`config.mk`:
```
export PLATFORM = sky130hd
export DESIGN_NAME = timer_interrupt_status
export DESIGN_NICKNAME = d
export VERILOG_FILES = /design/src/hw/timer_interrupt_status.v
export VERILOG_INCLUDE_DIRS = /design/src /design/src/hw
export SDC_FILE = /design/constraint.sdc
export NUM_CORES = 1
export LEC_CHECK = 0
export BUFFER_PORTS_ARGS = -buffer_cell sky130_fd_sc_hd__buf_4
export CAP_MARGIN = 20
export CORE_MARGIN = 2
export CORE_UTILIZATION = 43
export DETAILED_ROUTE_END_ITERATION = 10
export PLACE_DENSITY = 0.95
export SYNTH_ARGS = -nofsm -noshare
export SYNTH_HDL_FRONTEND = slang
export SYNTH_SLANG_ARGS = --single-unit
```
`constraint.sdc`:
```
create_clock -name hclk -period 5.37 [get_ports hclk]
set_clock_uncertainty 0.15 [all_clocks]
set_input_delay 0.8055 -clock hclk [delete_from_list [all_inputs] [get_ports hclk]]
set_output_delay 0.8055 -clock hclk [all_outputs]
set_load 0.02 [all_outputs]
```
`src/hw/timer_irq_regs.vh`:
```
// register offsets, field positions and reset values of the timer event status block
// assumes a 32-bit word bus with byte addresses, one aligned word per register
`ifndef TIMER_IRQ_REGS_VH
`define TIMER_IRQ_REGS_VH

// byte offsets
`define OFF_EVENT_MASK 12'h018
`define OFF_RAW_STATUS 12'h01c
`define OFF_MASKED_STATUS 12'h020
`define OFF_EVENT_CLEAR 12'h024

// event bit positions
`define BIT_FIRST_TIMEOUT 0
`define BIT_FIRST_CAP_MATCH 1
`define BIT_FIRST_CAP_EDGE 2
`define BIT_CLOCK_ALARM 3
`define BIT_SECOND_TIMEOUT 8
`define BIT_SECOND_CAP_MATCH 9
`define BIT_SECOND_CAP_EDGE 10

// implemented bits: 10:8 and 3:0; 31:11 and 7:4 read zero
`define EVENT_BITS_MASK 11'h070f
`define EVENT_RESET 11'h0000
`define ADDR_BITS 12

`endif

```
`src/hw/timer_interrupt_status.v`:
```
// event status, mask and clear registers of a general-purpose timer, on an ahb-lite slave port
// assumes events arrive as one-cycle pulses from logic clocked by hclk, one slave on the bus
//
// Functional notes
// - Each raw status bit is set by its event whatever the mask bit says.
// - Writing a one to a bit of the clear register clears that raw status bit.
// - A masked status bit reads one only when its mask bit and raw bit are both set.
// - Writing a one to a bit of the clear register clears that masked status bit too.
// - The first sub-timer time-out is raw bit 0, read-only, reset zero.
// - The first sub-timer capture match is raw bit 1, read-only, reset zero.
// - The first sub-timer capture edge is raw bit 2, read-only, reset zero.
// - The clock-alarm match is raw bit 3, read-only, reset zero.
// - The second sub-timer time-out is raw bit 8, read-only, reset zero.
// - The second sub-timer capture match is raw bit 9, read-only, reset zero.
// - The second sub-timer capture edge is raw bit 10, read-only, reset zero.
// - Masked bits sit at the raw positions 0 to 3 and 8 to 10, read-only, reset zero.
// - Bits 31:11 and 7:4 of both status registers read zero; software keeps them.
// - The mask register holds one enable per source at the status positions, one enables.
// - A zero written to any clear bit leaves the status bits unchanged.
`include "timer_irq_regs.vh"
`timescale 1ns/100ps
`default_nettype none

module timer_interrupt_status (
	input wire hclk,
	input wire hresetn,
	input wire hsel,
	input wire [31:0] haddr,
	input wire [1:0] htrans,
	input wire hwrite,
	input wire [2:0] hsize,
	input wire [31:0] hwdata,
	input wire hready,
	output wire hreadyout,
	output wire hresp,
	output reg [31:0] hrdata,
	input wire first_timeout_event,
	input wire first_capture_match_event,
	input wire first_capture_edge_event,
	input wire clock_alarm_event,
	input wire second_timeout_event,
	input wire second_capture_match_event,
	input wire second_capture_edge_event,
	output reg timer_irq
);

	reg [10:0] raw_status_reg;
	reg [10:0] raw_status_next;
	reg [10:0] event_mask_register_reg;
	reg [10:0] event_mask_next;
	reg wr_pending_reg;
	reg [`ADDR_BITS-1:0] wr_addr_reg;
	wire [10:0] event_vec;
	wire [10:0] masked_status;
	wire [10:0] clear_vec;
	wire addr_phase;
	wire [`ADDR_BITS-1:0] word_addr;

	// the slave never stretches a transfer and never errors
	assign hreadyout = 1'b1;
	assign hresp = 1'b0;

	assign addr_phase = hsel & hready & htrans[1];
	assign word_addr = {haddr[`ADDR_BITS-1:2], 2'b00};

	// event inputs gathered at their status positions; unused positions stay zero
	assign event_vec[`BIT_FIRST_TIMEOUT] = first_timeout_event;
	assign event_vec[`BIT_FIRST_CAP_MATCH] = first_capture_match_event;
	assign event_vec[`BIT_FIRST_CAP_EDGE] = first_capture_edge_event;
	assign event_vec[`BIT_CLOCK_ALARM] = clock_alarm_event;
	assign event_vec[7:4] = 4'h0;
	assign event_vec[`BIT_SECOND_TIMEOUT] = second_timeout_event;
	assign event_vec[`BIT_SECOND_CAP_MATCH] = second_capture_match_event;
	assign event_vec[`BIT_SECOND_CAP_EDGE] = second_capture_edge_event;

	// masked view is derived, so one clear serves both registers
	assign masked_status = raw_status_reg & event_mask_register_reg;

	// clear strobe exists only in the data phase of a write to the clear register
	assign clear_vec = (wr_pending_reg && wr_addr_reg == `OFF_EVENT_CLEAR) ?
		(hwdata[10:0] & `EVENT_BITS_MASK) : 11'h000;

	// address phase capture for writes
	always @(posedge hclk or negedge hresetn) begin
		if (!hresetn) begin
			wr_pending_reg <= 1'b0;
			wr_addr_reg <= 12'h000;
		end else begin
			wr_pending_reg <= addr_phase & hwrite;
			wr_addr_reg <= word_addr;
		end
	end

	// sticky status: set wins over a clear in the same cycle so no event is lost
	// next mask is formed here too, so the interrupt follows a mask write on the same edge
	always @* begin
		raw_status_next = (raw_status_reg & ~clear_vec) | event_vec;
		event_mask_next = event_mask_register_reg;
		// writes to the status offsets fall through untouched
		if (wr_pending_reg && wr_addr_reg == `OFF_EVENT_MASK) begin
			event_mask_next = hwdata[10:0] & `EVENT_BITS_MASK;
		end
	end

	always @(posedge hclk or negedge hresetn) begin
		if (!hresetn) begin
			raw_status_reg <= `EVENT_RESET;
			event_mask_register_reg <= `EVENT_RESET;
			timer_irq <= 1'b0;
		end else begin
			raw_status_reg <= raw_status_next & `EVENT_BITS_MASK;
			event_mask_register_reg <= event_mask_next;
			timer_irq <= |(raw_status_next & event_mask_next);
		end
	end

	// read data is registered at the address phase, so it stands during the data phase
	always @(posedge hclk or negedge hresetn) begin
		if (!hresetn) begin
			hrdata <= 32'h0000_0000;
		end else if (addr_phase && !hwrite) begin
			case (word_addr)
				`OFF_EVENT_MASK: hrdata <= {21'h00_0000, event_mask_register_reg};
				`OFF_RAW_STATUS: hrdata <= {21'h00_0000, raw_status_reg};
				`OFF_MASKED_STATUS: hrdata <= {21'h00_0000, masked_status};
				default: hrdata <= 32'h0000_0000;
			endcase
		end
	end

endmodule

`default_nettype wire

```
# After elaboration in Yosys (flattened, before gate mapping)
# Index checks and enable logic that the tools add are counted.
# op_classes
reduce_logical	5
shift	0
n_eq_ne	5
mul	0
mux	3
n_addsub	0
n_lt_le_gt_ge	0
n_bitwise	8
div_mod_pow	0
# op_table
cell	count
bitwise AND 11 bit	3
case mux 11 bit (3 select lines)	1
equality test 10 x 3 -> 1 bit, second input constant	3
2-to-1 mux 11 bit	2
equality test 10 x 4 -> 1 bit, second input constant	2
NOT 11 bit	1
bitwise OR 11 bit	1
OR reduction 11 bit	1
bitwise AND 1 bit	3
logical AND 1 bit	3
zero test 1 bit	1
# word_totals
latchBits	0
out_inout_bits	35
memories	0
romBits	0
wordCells	27
ram_bits	0
register_bits	62

# Logic depth before layout (Yosys ltp)
# Gate-level depths: netlist of run 1.
# depth
ltp_word	8
depth_mapped	5
ltp_nobuf	5

# Worst setup path before layout of run 1
# Ideal clock, no wire load.
# synth_timing
kind	in2reg
startpoint	in haddr[9]
endpoint	reg hrdata[9]
required_ps	5136
setup_slack_ps	2747
t_arrival_ps	2389
setup_ps	84
stages	5
path_cell_list	or4_1 > nor4_1 > a21o_1 > a22oi_1 > o21ai_0
# synth_via
elab_chain_len	2
word_cells_on_any_way	4
classes_between	eq/ne (3); mux (1)
# synth_lines
item	line	rtl
start, declared	timer_interrupt_status.v:28	input wire [31:0] haddr,
equality test 10 x 4 -> 1 bit or equality test 10 x 3 -> 1 bit (tied branches)	timer_interrupt_status.v:122	case (word_addr)
case mux 11 bit (3 select lines) *	timer_interrupt_status.v:122	
end signal, assigned	timer_interrupt_status.v:123	`OFF_EVENT_MASK: hrdata <= {21'h00_0000, event_mask_register_reg};
end signal, assigned	timer_interrupt_status.v:124	`OFF_RAW_STATUS: hrdata <= {21'h00_0000, raw_status_reg};
end signal, assigned	timer_interrupt_status.v:125	`OFF_MASKED_STATUS: hrdata <= {21'h00_0000, masked_status};
end, declared	timer_interrupt_status.v:36	output reg [31:0] hrdata,
# Mark *: on every way between the ends. The rest lies on a longest branch, timed or not.
# A chain may end at the register's enable or synchronous reset.

# Worst setup path in the final report of run 1
# layout_timing
startpoint	in haddr[9]
endpoint	reg hrdata[2]
# Same word-level chain as after synthesis.

==> metrics.txt, run 1 <==
status=completed; RSZ-0062 raised after global routing=no; GRT Resource Usage Total=16.0%; Slew HR=46.2%; fraction of the cycle the final worst path needs=49.0%; Initial Util=46.0%; vias in the first global route=1105; core area=0.00342 sq mm; row cnt=21; path depth of the worst reg2reg path=5; setup tns final=0 ns; CTS tree=done; hold_buf cts=0; grt total ovfl=0; critical path fanouts, max=4; Worst Max-Slew Pin Slew=0.801 ns; worst reg2reg endpoint=timer_irq; FMAX=0.380 GHz; area grow syn2layout=17.9%; H-tree depth=2; crit path time final=2.63 ns; Clk Latency, worst-skew pair=0.32 ns; Hold Path Class=input pin to async pin; max_cap viols=0; post-layout util=54.2%; Worst-path clk slew=0.09 ns; chip height=64.5 um; Post-DRT Antenna Nets=0; Clock Root Buffer=clkbuf_4; die area=0.00415 sq mm; Worst Path Class, Setup=input pin to register; Setup violations, final=0; first-pass GRT wire length=5000 um; CP arrival=2.73 ns; vias per inst=4.87; dpl ws=2.20 ns; post-CTS setup buffer count=0; clock sink count=33; largest net degree at the start of global routing=34; Syn Std Cell Area=0.00157 sq mm; LEAKAGE=0.000868 uW; total CTS buffers=5; power density of the placed cells=236 mW/mm^2; count of cell types in the netlist=26; GP Congestion=0.770; worst path required time=5.46 ns; ant diodes=0; R2R Path Start=wr_addr_reg[7]; crit path capture type=register; wirelength, routed=2930 um; number of flip-flops in the largest register=10; worst reg-to-reg setup slack=2.81 ns; number of top-level pins=116; per-cell routed wire length=13.2 um; Pre-antenna DRT Iters=4; Synth Register Bits=33; Die W=64.5 um; Via Count=1081; DRT iter0 DRCs=19; DP Wirelength=2220 um; DRC viols=0; antenna violations before repair=0; Max Root-Sink Buffers=2; Hold WS=0.252 ns; Cells after Synth=132; Final WS setup=2.74 ns; register area share after synthesis=52.5%; Port Buf Inserts=37; yosys warns=0; post-synthesis average cell area=11.9 sq um; Max VDD drop=0.000167 V; PostCTS Resize Cnt=0; layout cells sized above 1=33.5%; Final Hold Viols=0; Nets=256; startpoint types=input pin; Slew Viols, Final=0
==> power breakdown <==
part           leakage (uW)  switching (uW)  internal (uW)
Combinational      0.000462            31.7           19.2
Sequential         0.000380            3.65            255
Clock             0.0000265            74.8           52.1
==> kinds of logic after synthesis <==
family          count (synthesis)  share of synthesized area, %
compound gates                 31                          13.9
buf+inv                        29                          13.4
flops                          33                          52.5
mux                             7                          5.02
other cells                     2                         0.478
simple gates                   30                          14.7
==> layout make-up <==
class                           instances  area (sq um)
Clock buffer                            8          48.8
Fill cell                             304          1560
Inverter                                1          3.75
Multi-Input combinational cell         95           629
Sequential cell                        33           826
Tap cell                               46          57.6
Timing Repair Buffer                   39           288
==> synthesized netlist by cell type, drive strengths merged <==
library cell / instances / area share, %
mux2: 7 / 5.0
nor4: 3 / 2.1
a22oi: 7 / 3.3
nand4b: 1 / 0.56
o21ai: 7 / 2.2
inv: 1 / 0.24
nand3: 1 / 1.1
nand3b: 1 / 0.48
dfrtp: 33 / 53
a22o: 3 / 1.7
nor3b: 1 / 0.80
nand4: 7 / 2.8
nand2: 7 / 1.7
and2: 1 / 0.40
nor3: 1 / 0.32
and4bb: 2 / 1.6
and4: 1 / 0.56
or4: 2 / 1.2
or4b: 1 / 0.64
buf: 28 / 13
conb: 2 / 0.48
or2: 1 / 0.40
a21o: 14 / 6.7
==> layer usage <==
metal | GRT usage, % | vias to the layer above | part of all wire (%)
met3 | 6.60 | 8 | 8.3
met5 | 0 | - | 0
li1 | - | 516 | -
met4 | 6.65 | 0 | 1.8
met1 | 19.9 | 508 | 41
met2 | 24.5 | 49 | 48
==> worst max-delay path by stage <==
stage             start         to  depth (start not counted)
2_1_floorplan  haddr[9]  hrdata[9]                          5
3_3_place_gp   haddr[9]  hrdata[9]                          6
3_5_place_dp   haddr[9]  hrdata[9]                          6
4_1_cts        haddr[9]  hrdata[3]                          5
5_1_grt        haddr[9]  hrdata[2]                          7
6_report       haddr[9]  hrdata[2]                          7
==> stage by stage <==
step	total power, uW	instances	cell area, sq um
floorplan	304	157	1670
global placement	313	212	1790
detailed placement	315	212	1790
CTS	443	220	1840
global route	462	222	1850
finish	437	222	1850
==> layout by cell type (no fill, tap or decap), types with 2 or more instances in the layout <==
cell and count:
a21o_1 14, a22o_1 3, a22oi_1 7, and4bb_2 2, buf_4 37, clkbuf_1 3, clkbuf_2 2, clkbuf_4 5
conb_1 27, dfrtp_1 33, mux2_2 7, nand2_1 7, nand4_1 7, nor4_1 2, o21ai_0 7
==> critical path, cell delays in order <==
cell	delay, ns
buf_4	0.11
or4_1	0.57
nor4_1	0.66
clkbuf_2	0.27
a21o_1	0.10
a22oi_1	0.06
o21ai_0	0.15
No activity file was read; power rests on OpenSTA's default activity.
==> run 2, diff against run 1 <==
Settings changed: CORE_UTILIZATION 43 to 36, PLACE_DENSITY 0.95 to 0.86.
Clock period 5.37 ns to 2.2 ns, I/O delays scaled along.
==> metrics.txt, run 2 (same netlist as run 1, synthesis figures left out) <==
status=complete, but fails checks; failing checks=negative setup slack; number of top-level pins=116; layout cells sized above 1=36.2%; clock share of power=36.1%; ant diodes=0; per-cell routed wire length=13.2 um; Net Sw Power=307 uW; first-pass GRT wire length=5090 um; core area=0.00426 sq mm; number of flip-flops in the largest register=10; max_cap viols=0; Post-DRT Antenna Nets=0; max incr delay on CP=0.51 ns; startpoint types=register; Nets=268; Slew Viols, Final=0; total CTS buffers=5; dpl cells=223; grt total ovfl=0; dpl ws=-0.0836 ns; RSZ-0062 raised after global routing=yes; vias per inst=4.79; die area=0.00491 sq mm; LEAKAGE=0.000941 uW; switch share=25.5%; Clock Root Buffer=clkbuf_8; Via Count=1149; Setup violations, final=1; Worst-path clk slew=0.07 ns; Max VDD drop=0.000341 V; wirelength, routed=3170 um; crit path capture type=register; critical path fanouts, max=7; most frequent cells in the layout=buf_4, dfrtp_1, conb_1; FMAX=0.440 GHz; Hold Path Class=input pin to register; DRC viols=0; Die W=70.1 um; total internal power=898 uW; CP arrival=2.28 ns; Worst Path Class, Setup=register to register; Clk Latency, worst-skew pair=0.29 ns; Initial Util=36.9%; GP Congestion=0.770; WP buf/inv=1; row cnt=24; Pre-antenna DRT Iters=4; DRT iter0 DRCs=18; area grow syn2layout=28.8%; Max Root-Sink Buffers=2; vias in the first global route=1120; fraction of the cycle the final worst path needs=103%; cell chain of the critical path=nor4_4, buf_4, nand4_1, a21o_1, a22o_1, or4_4; power density of the placed cells=595 mW/mm^2; DP Wirelength=2310 um; Reg power frac=52.5%; Final Hold Viols=0; delay-heaviest family, CP=simple AND/OR/NAND/NOR gates; Port Buf Inserts=37; setup tns final=-0.0708 ns; worst path required time=2.21 ns; chip height=70.1 um; GRT Resource Usage Total=13.7%; clock sink count=33; antenna violations before repair=0; post-route insts no fill=240; most common cell after layout, fill and taps aside=buf_4; largest net degree at the start of global routing=34; crit path time final=2.27 ns; Final WS setup=-0.0708 ns; H-tree depth=2; CTS tree=done; overall power=1210 uW; combinational power share=11.4%; Worst path slowest cell=or4_4
## run 2: cell types whose count changed in the layout (fill, tap and decap cells not counted), sizes merged
cell	previous run	this run
dlygate4sd3	0	8
clkbuf	10	5
clkinv	0	2
buf	37	43
clkinvlp	0	1
## run 2: power by group through the flow
stage	logic (uW)	registers (uW)	clock network, uW
floorplan	99.0	643	0
global placement	124	643	0
detailed placement	125	644	0
CTS	131	633	448
global route	150	634	474
finish	137	632	436
## run 2: layout make-up
type | count | area (sq um)
fill | 403 | 2240
sequential | 33 | 826
multi-input combinational | 95 | 641
timing repair buffer | 51 | 403
clock buffer | 5 | 68.8
tap | 52 | 65.1
clock inverter | 3 | 17.5
inverter | 1 | 3.75
## run 2: layer usage
| layer | up-vias | GRT usage, % | routed length [um] |
|---|---|---|---|
| li1 | 539 | - | - |
| met1 | 552 | 14.7 | 1230 |
| met2 | 51 | 24.0 | 1680 |
| met3 | 7 | 4.62 | 192 |
| met4 | 0 | 6.41 | 72 |
| met5 | - | 0 | 0 |
## run 2: path summary, 6_finish.rpt
path | from | endpoint | slack, ns | cells past startpoint
max in group asynchronous | hresetn | raw_status_reg[3] | 1.24 | 2
setup reg to reg | wr_addr_reg[9] | timer_irq | -0.07 | 6
hold / removal | haddr[9] | wr_addr_reg[9] | 0.009 | 1
hold reg to reg | hrdata[10] | hrdata[10] | 0.33 | 2
min in group asynchronous | hresetn | wr_addr_reg[5] | 0.35 | 2
setup / recovery | wr_addr_reg[9] | timer_irq | -0.07 | 6
## run 2: per-stage QoR
step,hold WS (ns),instance area [sq um],util [%]
4_1_cts,0.00129,1970,46.3
6_report,0.00868,2020,47.5
2_1_floorplan,-0.116,1670,-
5_1_grt,0.000661,2020,47.5
3_3_place_gp,0.136,1840,43.1
3_5_place_dp,0.142,1840,43.1
## run 2: repair_timing
item                                   in CTS  in global routing
gates resized for setup                     0                  2
setup endpoints to repair                   1                  7
buffers inserted                            1                  0
pin swaps                                   4                  1
endpoints found under the hold margin      36                  4
hold buffers                                4                  4
==> run 3, diff against run 2 <==
Settings changed: ABC_AREA from default to 1, CORE_UTILIZATION 36 to 38, PLACE_DENSITY 0.86 to 0.76.
==> metrics.txt, run 3 <==
clock share of power=39.4%; Post-synth EDFFs=0; count leader, synth=nand2_1; power density of the placed cells=575 mW/mm^2; vias in the first global route=1376; hold_buf cts=7; grt total ovfl=0; metal3 WL=194 um; Synth Register Bits=33; ant diodes=0; path depth of the worst reg2reg path=10; max_cap viols=0; WHS Endpoint=wr_addr_reg[5]; Max VDD drop=0.000337 V; number of flip-flops in the largest register=10; total CTS buffers=5; top layer in use=met4; Worst-path clk slew=0.06 ns; DRT iter0 DRCs=48; CP arrival=1.99 ns; cell chain of the critical path=dlygate4sd3_1, buf_4, or2_1, nor3_4, nand3_1, nand3_1, nand2_1, nand2_1; GP Congestion=0.795; number of top-level pins=116; yosys warns=0; Filler cells=474; Setup violations, final=0; most common cell after layout, fill and taps aside=nand2_1; worst reg2reg endpoint=timer_irq; share of the synthesized area in the top cell type=45.7%; core area=0.00466 sq mm; GRT Resource Usage Total=14.3%; R2R Path Start=wr_addr_reg[11]; per-cell routed wire length=10.3 um; hold depth=1; Clk Latency, worst-skew pair=0.28 ns; PostCTS Resize Cnt=0; Met2 Routed Length=1580 um; post-CTS setup buffer count=0; count of cell types in the netlist=25; fraction of the cycle the final worst path needs=86.9%; FMAX=0.523 GHz; post-layout util=47.0%; Initial Util=38.8%; Pre-antenna DRT Iters=4; Clock Root Buffer=clkbuf_8; prevailing post-synth register cell=dfrtp_1; max incr delay on CP=0.54 ns; worst hold start=haddr[5]; layout cells sized above 1=25.1%; die area=0.00532 sq mm; LEAKAGE=0.00120 uW; most frequent cells in the layout=nand2_1, buf_4, nand3_1; Async S/R FF share, synth=100%; DRC viols=0; RSZ-0062 raised after global routing=no; Post-DRT Antenna Nets=0; Hold WS=0.0175 ns; Final Hold Viols=0; H-tree depth=2; Reg power frac=49.5%; combinational power share=11.1%; delay-heaviest family, CP=simple AND/OR/NAND/NOR gates; DP Wirelength=2520 um; setup tns final=0 ns; chip height=73.0 um; Net Sw Power=306 uW; clock sink count=33; area grow syn2layout=21.1%; wirelength, routed=3260 um; Slew Viols, Final=0; Worst path slowest cell=dlygate4sd3_1; row cnt=25; startpoint types=input pin; top cells by count, synth=nand2_1, nand3_1, dfrtp_1; Cells after Synth=215; Via Count=1382; antenna violations before repair=0; crit path time final=1.91 ns; largest net degree at the start of global routing=34; crit path capture type=register; first-pass GRT wire length=5900 um; Nets=343; Port Buf Inserts=37; Syn Std Cell Area=0.00181 sq mm; Hold Path Class=input pin to register; critical path fanouts, max=7; CTS tree=done; worst path required time=2.28 ns; most area-consuming cells after synthesis=dfrtp_1, nand2_1, buf_4; Die W=73.0 um; register area share after synthesis=45.7%; Max Root-Sink Buffers=2; status=completed; Synth area leader=dfrtp_1; met1 wire length=1430 um; switch share=24.4%; total internal power=952 uW; post-synthesis average cell area=8.40 sq um; worst reg-to-reg setup slack=0.59 ns; Worst Path Class, Setup=input pin to register; WP buf/inv=2; vias per inst=4.36
-- run 3: cell types whose count changed after synthesis, moves of 3 or more --
cell / delta
a21o_1: -14
nor2_1: +11
nand3_2: +3
nand2_2: +8
nand3_1: +35
a22o_1: -3
a22oi_1: -7
inv_1: +15
o21ai_0: -7
mux2_2: -7
nand2_1: +48
-- run 3: worst max-delay path by stage --
stage	from	endpoint	cells past startpoint
after floorplan	wr_addr_reg[9]	timer_irq	11
after global placement	wr_addr_reg[11]	timer_irq	10
after detailed placement	wr_addr_reg[11]	timer_irq	10
after CTS	haddr[7]	hrdata[10]	9
after global routing	haddr[7]	hrdata[0]	9
final	haddr[11]	hrdata[10]	8
-- run 3: layout make-up --
class                           count  area, sq um  area share (%)
Tap cell                           54         67.6            3.09
Timing Repair Buffer               46          365            16.7
Clock inverter                      1         5.00           0.229
Sequential cell                    33          826            37.7
Multi-Input combinational cell    158          761            34.8
Inverter                           18         67.6            3.09
Clock buffer                        7         96.3            4.40
-- run 3: cells by family (layout without fill, tap and decap cells) --
group | Yosys count | count (layout) | synth area share, %
flip-flops | 33 | 33 | 45.7
buffers and inverters | 49 | 72 | 17.4
AO/OA/AOI/OAI | 1 | 1 | 0.277
other | 2 | 27 | 0.416
AND/OR/NAND/NOR | 130 | 130 | 36.2
-- run 3: routing by layer --
| metal | up-vias | global-route usage (%) |
|---|---|---|
| met5 | - | 0 |
| met4 | 0 | 5.56 |
| met3 | 7 | 4.14 |
| met2 | 42 | 24.1 |
| met1 | 611 | 17.3 |
| li1 | 722 | - |
-- run 3: stage by stage --
| stage | instance area [sq um] | power (uW) | cells | worst slack (ns) |
|---|---|---|---|---|
| final | 2190 | 1260 | 317 | 0.289 |
| after global routing | 2190 | 1320 | 317 | 0.102 |
| after CTS | 2180 | 1270 | 316 | 0.311 |
| after detailed placement | 2010 | 764 | 301 | 0.569 |
| after global placement | 2010 | 761 | 301 | 0.597 |
| after floorplan | 1900 | 742 | 240 | 0.763 |
-- run 3: power groups by stage --
stage          Clock [uW]  Sequential, uW  Combinational [uW]
6_report              495             622                 140
5_1_grt               537             623                 157
4_1_cts               512             622                 140
3_5_place_dp            0             634                 130
3_3_place_gp            0             633                 128
2_1_floorplan           0             634                 108
